## config.mk

```make
export PLATFORM = sky130hd
export DESIGN_NAME = sdram_mode_register_zero_decode
export DESIGN_NICKNAME = d
export VERILOG_FILES = /design/src/rtl/mode_zero_pkg.sv /design/src/rtl/mode_decode_if.sv /design/src/rtl/mode_field_decode.sv /design/src/rtl/sdram_mode_register_zero_decode.sv
export SDC_FILE = /design/constraint.sdc
export NUM_CORES = 1
export LEC_CHECK = 0
export ABC_AREA = 1
export BUFFER_PORTS_ARGS = -buffer_cell sky130_fd_sc_hd__buf_2
export CELL_PAD_IN_SITES_DETAIL_PLACEMENT = 1
export CELL_PAD_IN_SITES_GLOBAL_PLACEMENT = 1
export CORE_MARGIN = 4
export CORE_UTILIZATION = 35
export CTS_CLUSTER_DIAMETER = 50
export DETAILED_ROUTE_END_ITERATION = 8
export PLACE_DENSITY_LB_ADDON = 0.1
export SLEW_MARGIN = 15
export SYNTH_ARGS = -nofsm -noshare
export SYNTH_HDL_FRONTEND = slang
export SYNTH_SLANG_ARGS = --single-unit
```

## constraint.sdc

```tcl
create_clock -name ref_clk_i -period 3.8 [get_ports ref_clk_i]
set_input_delay 0.76 -clock ref_clk_i [delete_from_list [all_inputs] [get_ports ref_clk_i]]
set_output_delay 0.76 -clock ref_clk_i [all_outputs]
set_load 0.02 [all_outputs]
```

## src/rtl/mode_zero_pkg.sv

```systemverilog
package mode_zero_pkg;

  localparam int ADDR_WIDTH = 18;
  localparam int CYCLE_WIDTH = 5;
  localparam int CAS_WIDTH = 5;
  localparam int SELECT_WIDTH = 3;
  localparam int MODE_COUNT = 7;
  localparam int PERIOD_WIDTH = 8;
  localparam int DELAY_WIDTH = 9;

  // address field positions
  localparam int POS_RESERVED_TOP = 17;
  localparam int POS_RECOVERY_HIGH = 13;
  localparam int POS_CAS_HIGH = 12;
  localparam int POS_RECOVERY_MSB = 11;
  localparam int POS_RECOVERY_LSB = 9;
  localparam int POS_DLL_RESET = 8;
  localparam int POS_TEST_MODE = 7;
  localparam int POS_CAS_MSB = 6;
  localparam int POS_CAS_LSB = 4;
  localparam int POS_BURST_TYPE = 3;
  localparam int POS_CAS_LOW = 2;
  localparam int POS_BURST_MSB = 1;
  localparam int POS_BURST_LSB = 0;

  // mode register select codes
  localparam logic [SELECT_WIDTH-1:0] SELECT_ZERO = 3'h0;
  localparam logic [SELECT_WIDTH-1:0] SELECT_LAST = 3'h6;
  localparam logic [SELECT_WIDTH-1:0] SELECT_CONTROL_WORD = 3'h7;

  // burst length codes
  localparam logic [1:0] BURST_EIGHT_FIXED = 2'h0;
  localparam logic [1:0] BURST_PER_COMMAND = 2'h1;
  localparam logic [1:0] BURST_CHOP_FOUR = 2'h2;
  localparam logic [1:0] BURST_RESERVED = 2'h3;

  // reset values
  localparam logic [ADDR_WIDTH-1:0] RESET_CONFIG = 18'h00000;
  localparam logic [CYCLE_WIDTH-1:0] RESET_WRITE_RECOVERY = 5'h0A;
  localparam logic [CYCLE_WIDTH-1:0] RESET_READ_PRECHARGE = 5'h05;
  localparam logic [CYCLE_WIDTH-1:0] CYCLES_RESERVED = 5'h00;

  typedef struct packed {
    logic [CYCLE_WIDTH-1:0] write_recovery;
    logic [CYCLE_WIDTH-1:0] read_to_precharge_cycles;
    logic reserved;
  } recovery_type;

  // recovery code table, write / read-to-precharge clocks
  function automatic recovery_type decode_recovery(input logic [3:0] code);
    recovery_type r;
    r.reserved = 1'b0;
    r.write_recovery = CYCLES_RESERVED;
    r.read_to_precharge_cycles = CYCLES_RESERVED;
    case (code)
      4'h0: begin r.write_recovery = 5'h0A; r.read_to_precharge_cycles = 5'h05; end
      4'h1: begin r.write_recovery = 5'h0C; r.read_to_precharge_cycles = 5'h06; end
      4'h2: begin r.write_recovery = 5'h0E; r.read_to_precharge_cycles = 5'h07; end
      4'h3: begin r.write_recovery = 5'h10; r.read_to_precharge_cycles = 5'h08; end
      4'h4: begin r.write_recovery = 5'h12; r.read_to_precharge_cycles = 5'h09; end
      4'h5: begin r.write_recovery = 5'h14; r.read_to_precharge_cycles = 5'h0A; end
      4'h6: begin r.write_recovery = 5'h18; r.read_to_precharge_cycles = 5'h0C; end
      4'h7: begin r.write_recovery = 5'h16; r.read_to_precharge_cycles = 5'h0B; end
      4'h8: begin r.write_recovery = 5'h1A; r.read_to_precharge_cycles = 5'h0D; end
      default: r.reserved = 1'b1;
    endcase
    return r;
  endfunction

endpackage

```

## src/rtl/mode_decode_if.sv

```systemverilog
`timescale 1ns/1ps
interface mode_decode_if;
  import mode_zero_pkg::*;
  logic [ADDR_WIDTH-1:0] addr;
  logic [SELECT_WIDTH-1:0] select;
  recovery_type recovery;
  logic [CAS_WIDTH-1:0] cas_code;
  logic burst_reserved;
  logic control_word;

  modport decoder (
    input addr,
    input select,
    output recovery,
    output cas_code,
    output burst_reserved,
    output control_word
  );
  modport user (
    output addr,
    output select,
    input recovery,
    input cas_code,
    input burst_reserved,
    input control_word
  );
endinterface

```

## src/rtl/mode_field_decode.sv

```systemverilog
`timescale 1ns/1ps
module mode_field_decode
  import mode_zero_pkg::*;
#(
  parameter bit HAS_RECOVERY_HIGH = 1'b1,
  parameter bit HAS_CAS_HIGH = 1'b1
)
(
  mode_decode_if.decoder dec
);

  wire recovery_high;
  wire cas_high;
  wire [3:0] recovery_code;

  // lower-density parts may leave the top bits unimplemented
  assign recovery_high = HAS_RECOVERY_HIGH & dec.addr[POS_RECOVERY_HIGH];
  assign cas_high = HAS_CAS_HIGH & dec.addr[POS_CAS_HIGH];
  assign recovery_code = {recovery_high, dec.addr[POS_RECOVERY_MSB:POS_RECOVERY_LSB]};
  assign dec.recovery = decode_recovery(recovery_code);
  assign dec.cas_code = {cas_high, dec.addr[POS_CAS_MSB:POS_CAS_LSB],
    dec.addr[POS_CAS_LOW]};
  assign dec.burst_reserved = dec.addr[POS_BURST_MSB:POS_BURST_LSB] == BURST_RESERVED;
  assign dec.control_word = dec.select == SELECT_CONTROL_WORD;

endmodule

```

## src/rtl/sdram_mode_register_zero_decode.sv

```systemverilog
`timescale 1ns/1ps
module sdram_mode_register_zero_decode
  import mode_zero_pkg::*;
#(
  parameter bit HAS_RECOVERY_HIGH = 1'b1,
  parameter bit HAS_CAS_HIGH = 1'b1
)
(
  // clock and reset
  input wire logic ref_clk_i,
  input wire logic resetn_i,
  // mode-set command, sampled on the command clock
  input wire logic mode_set_command_i,
  input wire logic [1:0] bank_group_i,
  input wire logic [1:0] bank_i,
  input wire logic [ADDR_WIDTH-1:0] addr_i,
  // timing input from the precharge logic
  input wire logic [PERIOD_WIDTH-1:0] precharge_period_i,
  // held mode register zero contents
  output logic [ADDR_WIDTH-1:0] mode_config_zero_o,
  output logic [CYCLE_WIDTH-1:0] write_recovery_o,
  output logic [CYCLE_WIDTH-1:0] read_to_precharge_cycles_o,
  output logic recovery_reserved_o,
  output logic [CAS_WIDTH-1:0] cas_code_o,
  output logic test_mode_select_o,
  output logic burst_interleave_o,
  output logic [1:0] burst_length_o,
  output logic burst_reserved_o,
  output logic [DELAY_WIDTH-1:0] autoprecharge_write_delay_o,
  // events
  output logic dll_reset_o,
  output logic [MODE_COUNT-1:0] mode_write_o
);

  // ----------------------------------------------------------------
  // command decode
  // ----------------------------------------------------------------
  mode_decode_if dec ();

  wire [SELECT_WIDTH-1:0] select_code;
  wire accept_write;
  wire write_zero;
  wire [MODE_COUNT-1:0] next_mode_write;

  // bank_group_i[1] and addr_i[17] are expected low; they are not checked
  assign select_code = {bank_group_i[0], bank_i};
  assign dec.select = select_code;
  assign dec.addr = addr_i;
  // control-word slot gets no strobe and no capture
  assign accept_write = mode_set_command_i & ~dec.control_word;
  assign write_zero = accept_write & (select_code == SELECT_ZERO);
  assign next_mode_write = accept_write ? MODE_COUNT'(1 << select_code) : '0;

  mode_field_decode #(
    .HAS_RECOVERY_HIGH(HAS_RECOVERY_HIGH),
    .HAS_CAS_HIGH(HAS_CAS_HIGH)
  ) u_decode (
    .dec(dec)
  );

  // ----------------------------------------------------------------
  // register capture
  // ----------------------------------------------------------------
  // every field moves in the same edge so no mixed setting is ever visible
  always_ff @(posedge ref_clk_i or negedge resetn_i)
  begin
    if (!resetn_i)
    begin
      mode_config_zero_o <= RESET_CONFIG;
      write_recovery_o <= RESET_WRITE_RECOVERY;
      read_to_precharge_cycles_o <= RESET_READ_PRECHARGE;
      recovery_reserved_o <= 1'b0;
      cas_code_o <= '0;
      test_mode_select_o <= 1'b0;
      burst_interleave_o <= 1'b0;
      burst_length_o <= BURST_EIGHT_FIXED;
      burst_reserved_o <= 1'b0;
    end
    else if (write_zero)
    begin
      mode_config_zero_o <= addr_i;
      write_recovery_o <= dec.recovery.write_recovery;
      read_to_precharge_cycles_o <= dec.recovery.read_to_precharge_cycles;
      recovery_reserved_o <= dec.recovery.reserved;
      cas_code_o <= dec.cas_code;
      test_mode_select_o <= addr_i[POS_TEST_MODE];
      burst_interleave_o <= addr_i[POS_BURST_TYPE];
      burst_length_o <= addr_i[POS_BURST_MSB:POS_BURST_LSB];
      burst_reserved_o <= dec.burst_reserved;
    end
  end

  // ----------------------------------------------------------------
  // events
  // ----------------------------------------------------------------
  // delay-line reset is an action, not a state: one pulse per register-zero write with addr_i[8] set
  always_ff @(posedge ref_clk_i or negedge resetn_i)
  begin
    if (!resetn_i)
    begin
      dll_reset_o <= 1'b0;
      mode_write_o <= '0;
    end
    else
    begin
      dll_reset_o <= write_zero & addr_i[POS_DLL_RESET];
      mode_write_o <= next_mode_write;
    end
  end

  // ----------------------------------------------------------------
  // autoprecharge write delay
  // ----------------------------------------------------------------
  // follows one edge behind a write or a period change
  wire [DELAY_WIDTH-1:0] next_delay;
  assign next_delay = DELAY_WIDTH'(write_recovery_o) + DELAY_WIDTH'(precharge_period_i);

  always_ff @(posedge ref_clk_i or negedge resetn_i)
  begin
    if (!resetn_i)
      autoprecharge_write_delay_o <= DELAY_WIDTH'(RESET_WRITE_RECOVERY);
    else
      autoprecharge_write_delay_o <= next_delay;
  end

endmodule

```

After elaboration in Yosys (flattened, before gate mapping). Index checks and enable logic that the tools add are counted.

Reduce and logical (&&, ||, !) cells: 3. Shift operators: 1. Muxes and demuxes: 3. Add/subtract/negate cells: 1. Bitwise gates (word level): 4. Equality and inequality tests: 10.

Operators by type and width (count): 10-bit one-hot mux with 9 select lines (1); 4-bit by 3-bit equality test with 1-bit output, second input constant (4); 5-bit by 8-bit adder with 9-bit output (1); 9-bit OR reduction (1); 4-bit by 2-bit equality test with 1-bit output, second input constant (2); 7-bit 2-to-1 mux (1); 1-bit by 3-bit left shift with 7-bit output, first input constant (1); 4-bit by 1-bit equality test with 1-bit output, second input constant (1); 4-bit equality test, second input constant (1); 4-bit logical NOT (1); 1-bit AND (3); 3-bit equality test, second input constant (1); 3-bit logical NOT (1); 2-bit equality test, second input constant (1); 1-bit 2-to-1 mux (1); 1-bit inverter (1).

Input bits: 33. Logic and storage cells: 34. Register bits after elaboration: 56.

Longest topological paths before layout.
Word-level depth: 5. Gate-level depth with buffers: 8. Gate-level depth less buffers: 8.

Cells and area by module. Synthesis repeated with hierarchy kept, for this count alone.

Cells, all modules: 278. Area, all modules: 2404.8 um^2.

By module, submodules not included: sdram_mode_register_zero_decode (instances 1, seq. area each 1308.8 um^2, cells an instance 240, area an instance 2197.1 um^2); mode_field_decode (instances 1, seq. area each 0.0 um^2, cells an instance 38, area an instance 207.7 um^2).

Worst setup path after synthesis. OpenSTA, ideal clock, no wires.

Kind: input-to-reg. From: in precharge_period_i[1]. To: reg autoprecharge_write_delay_o[7]. Cell stages on the path: 8. Library setup time: 0.117 ns. Data arrival time: 1.751 ns. Slack: 1.933 ns. Cells stage by stage: ha_1 inv_1 fa_1 nand3b_1 nand2_1 nand2_1 nand2_1 nand2_1.

Word-level cells in the longest chain between the ends: 1.

RTL lines: start, declared (RTL line sdram_mode_register_zero_decode.sv:18) `input wire logic [PERIOD_WIDTH-1:0] precharge_period_i,`; 5-bit by 8-bit adder with 9-bit output (RTL line sdram_mode_register_zero_decode.sv:116) `assign next_delay = DELAY_WIDTH'(write_recovery_o) + DELAY_WIDTH'(precharge_period_i);`; via next_delay[7] (RTL line sdram_mode_register_zero_decode.sv:115) `wire [DELAY_WIDTH-1:0] next_delay;`; end signal, assigned (RTL line sdram_mode_register_zero_decode.sv:121) `autoprecharge_write_delay_o <= DELAY_WIDTH'(RESET_WRITE_RECOVERY);`; end signal, assigned (RTL line sdram_mode_register_zero_decode.sv:123) `autoprecharge_write_delay_o <= next_delay;`; end, declared (RTL line sdram_mode_register_zero_decode.sv:29) `output logic [DELAY_WIDTH-1:0] autoprecharge_write_delay_o,`.

The timed path passes the listed nets, and every way through them passes these cells. A chain may end at the register's enable or synchronous reset.

==> flow_metrics.tcl <==
set metrics [dict create \
    power.density_mw_per_mm2 526 \
    fp.dieW_um 80.9 \
    dr_total_vias 1534 \
    cts.sinks 41 \
    synth_area_per_cell_sq_um 8.99 \
    synth_edf_count 0 \
    async_reset_ff_share_pct 100 \
    gr-total-overflow 0 \
    slew_violations 0 \
    start_kind "flip-flop" \
    synth_top_family_by_area "simple AND/OR/NAND/NOR gates" \
    final_cell_count_no_fill 353 \
    ys_ff_latch 41 \
    yosys.area_share.xor_xnor_pct 1.41 \
    synth_area_sq_mm 0.00186 \
    clkTransAtPathRegs_ns 0.08 \
    grt_max_degree 42 \
    post-route-period-util_pct 47.9 \
    postSynthCellCount 207 \
    rows 26 \
    hold_buffers 0 \
    fp.dieH_um 80.9 \
    p_int_mw 0.790 \
    clkLatencyLatePin_ns 0.28 \
    p_leak_nw 1.38 \
    worst_setup_path_end_kind "flip-flop" \
    dp_hpwl_um 3350 \
    synth_top_area_share_pct 49.8 \
    antenna_found_initial 0 \
    ant_nets 0 \
    die_area_sq_mm 0.00655 \
    drive_gt1_share_pct 37.1 \
    numPortBuffers 85 \
    synthToLayoutAreaGrowth_pct 25.6 \
    gp_congestion 0.699 \
    core_sq_mm 0.00514 \
    ir_drop_v 0.000162 \
    crit_fanout 4 \
    start_util_pct 36.2 \
    num_antenna_cells 0 \
    setup_viol 0 \
    arrival_ns 2.00 \
    viasPerCell 4.35 \
    wl_per_cell_um 12.4 \
    min_path_type "reg -> reg" \
    worstPathRequired_ns 3.98 \
    post-route-util_pct 45.5 \
    drc 0 \
    cts_resized 0 \
    ys.flop_type "dfrtp_1" \
    synth_compound_area_share_pct 3.50 \
    synthSimpleGateAreaFrac_pct 24.9 \
    hold_viol 0 \
    status "finished, final reports clean" \
    max_freq_mhz 550 \
    nNetsFinal 320 \
    p_sw_mw 0.438 \
    skew_ns 0.00242 \
    ios 89 \
    synthTopCellsByArea "dfrtp_1 (50%), nand2_1 (17%), buf_4 (6.1%)" \
    whs_ns 0.478 \
    finalWirelength_um 4360 \
    synth_mux_area_share_pct 0 \
    power_frac_seq_pct 44.8 \
    drt_iter0_markers 42 \
    slew_headroom_pct 39.1 \
    cts_tree "built" \
    placed_cells 345 \
    swShare_pct 35.7 \
    cts_root_buf "clkbuf_8" \
    synth_warnings 0 \
    maxCapViolCount 0 \
    synthAdderAreaFrac_pct 3.77 \
    path_class "reg -> reg" \
    cts_setup_buffers 0 \
    h-tree-depth 2 \
    clock_power_share_pct 24.1 \
    grt_first_pass_wirelength_um 7130 \
    cts_made_buffers 5 \
    clock_path_buffers 2 \
    tightest_slew_ns 0.914 \
    synth.largest_area_cell "dfrtp_1" \
    period_needed_ns 1.82 \
    ys_types 27 \
    track_usage_pct 14.1 \
    pwr-share-comb_pct 31.0 \
    dr.pass1.iters 4 \
    grt_pass1_vias 1565 \
    rsz0062_at_grt "false" \
    yosysSeqAreaShare_pct 55.4 \
    fin_setup_tns_ns 0 \
]
==> cells in the mapped netlist, types with 2 or more instances <==
master and count:
xor2_1 2, o21ai_0 3, buf_4 15, o21ai_1 2, nand3b_1 2, ha_1 4, dfrtp_1 37, nor2_1 14
nand3_1 6, buf_2 2, dfstp_2 4, nand2_1 83, o21ai_2 4, inv_1 16
==> kinds of logic after synthesis <==
| kind of cell | count (synthesis) |
|---|---|
| simple gates | 111 |
| flops | 41 |
| buf+inv | 36 |
| compound gates | 10 |
| fa+ha+maj | 5 |
| xor+xnor | 3 |
| other cells | 1 |
==> routing by layer <==
layer	wire length (um)	share of wire (%)	GRT usage (%)
met2	2150	49	23.8
met4	19	0.44	3.55
met3	360	8.3	4.99
met5	0	0	0
met1	1830	42	17.1
==> flip-flops by register name, summed over array words and instances (netlist names) <==
signal and cells:
autoprecharge_write_delay_o 9, recovery_reserved_o 1, burst_reserved_o 1, dll_reset_o 1, read_to_precharge_cycles_o 4, mode_config_zero_o 18, mode_write_o 7
==> cell usage in the layout (no fill, tap or decap) <==
master,count
nand2_1,83
nand3_1,6
o21ai_0,3
xor2_1,2
clkbuf_8,6
fa_1,1
nand3_2,1
o21ai_2,4
dfrtp_1,37
clkbuf_1,1
a21oi_1,1
xnor2_1,1
dfstp_2,4
clkinvlp_4,1
nor2_2,1
clkinv_1,1
inv_1,16
o21ai_1,2
nand4_1,1
nand3b_1,2
inv_2,1
nand2_2,1
nor2_8,1
buf_2,85
nor2_1,14
ha_1,4
nor3_1,1
conb_1,2
==> layout make-up <==
type / instances / area (sq um)
clock inverter: 1 / 7.51
multi-input combinational: 131 / 632
tap: 70 / 87.6
timing repair buffer: 85 / 425
fill: 654 / 2800
clock buffer: 7 / 86.3
sequential: 41 / 1030
inverter: 18 / 67.6
==> per-stage QoR <==
step           power [mW]  setup WS [ns]  area [sq um]
2_1_floorplan       0.833           1.93          1860
3_3_place_gp        0.941           1.73          2240
3_5_place_dp        0.949           1.71          2240
4_1_cts              1.25           1.97          2340
5_1_grt              1.31           1.87          2340
6_report             1.23           1.98          2340
==> power by group through the flow <==
| stage | combinational (mW) | sequential (mW) | clock, mW |
|---|---|---|---|
| after global routing | 0.421 | 0.562 | 0.331 |
| final | 0.381 | 0.551 | 0.296 |
| after detailed placement | 0.389 | 0.560 | 0 |
| after global placement | 0.383 | 0.558 | 0 |
| after CTS | 0.390 | 0.552 | 0.311 |
| after floorplan | 0.180 | 0.653 | 0 |
==> critical path, stage by stage (launching register included) <==
cell and delay, ns:
dfstp_2 0.56, ha_1 0.20, inv_1 0.06, fa_1 0.40, nand3b_1 0.17, nand2_1 0.13
nand2_1 0.07, nand2_1 0.06, nand2_1 0.05
==> final timing paths <==
path / startpoint / end / slack (ns) / cells after the start
setup / recovery: read_to_precharge_cycles_o[0]$_DFFE_PN1P_ / autoprecharge_write_delay_o[7]$_DFF_PN0_ / 1.98 / 8
hold / removal: mode_config_zero_o[16]$_DFFE_PN0P_ / mode_config_zero_o[16]$_DFFE_PN0P_ / 0.48 / 2
setup reg to reg: read_to_precharge_cycles_o[0]$_DFFE_PN1P_ / autoprecharge_write_delay_o[7]$_DFF_PN0_ / 1.98 / 8
hold reg to reg: mode_config_zero_o[16]$_DFFE_PN0P_ / mode_config_zero_o[16]$_DFFE_PN0P_ / 0.48 / 2
max in group asynchronous: resetn_i / mode_config_zero_o[13]$_DFFE_PN0P_ / 2.63 / 1
min in group asynchronous: resetn_i / mode_config_zero_o[11]$_DFFE_PN0P_ / 0.60 / 1
(Power assumes the default switching activity.)
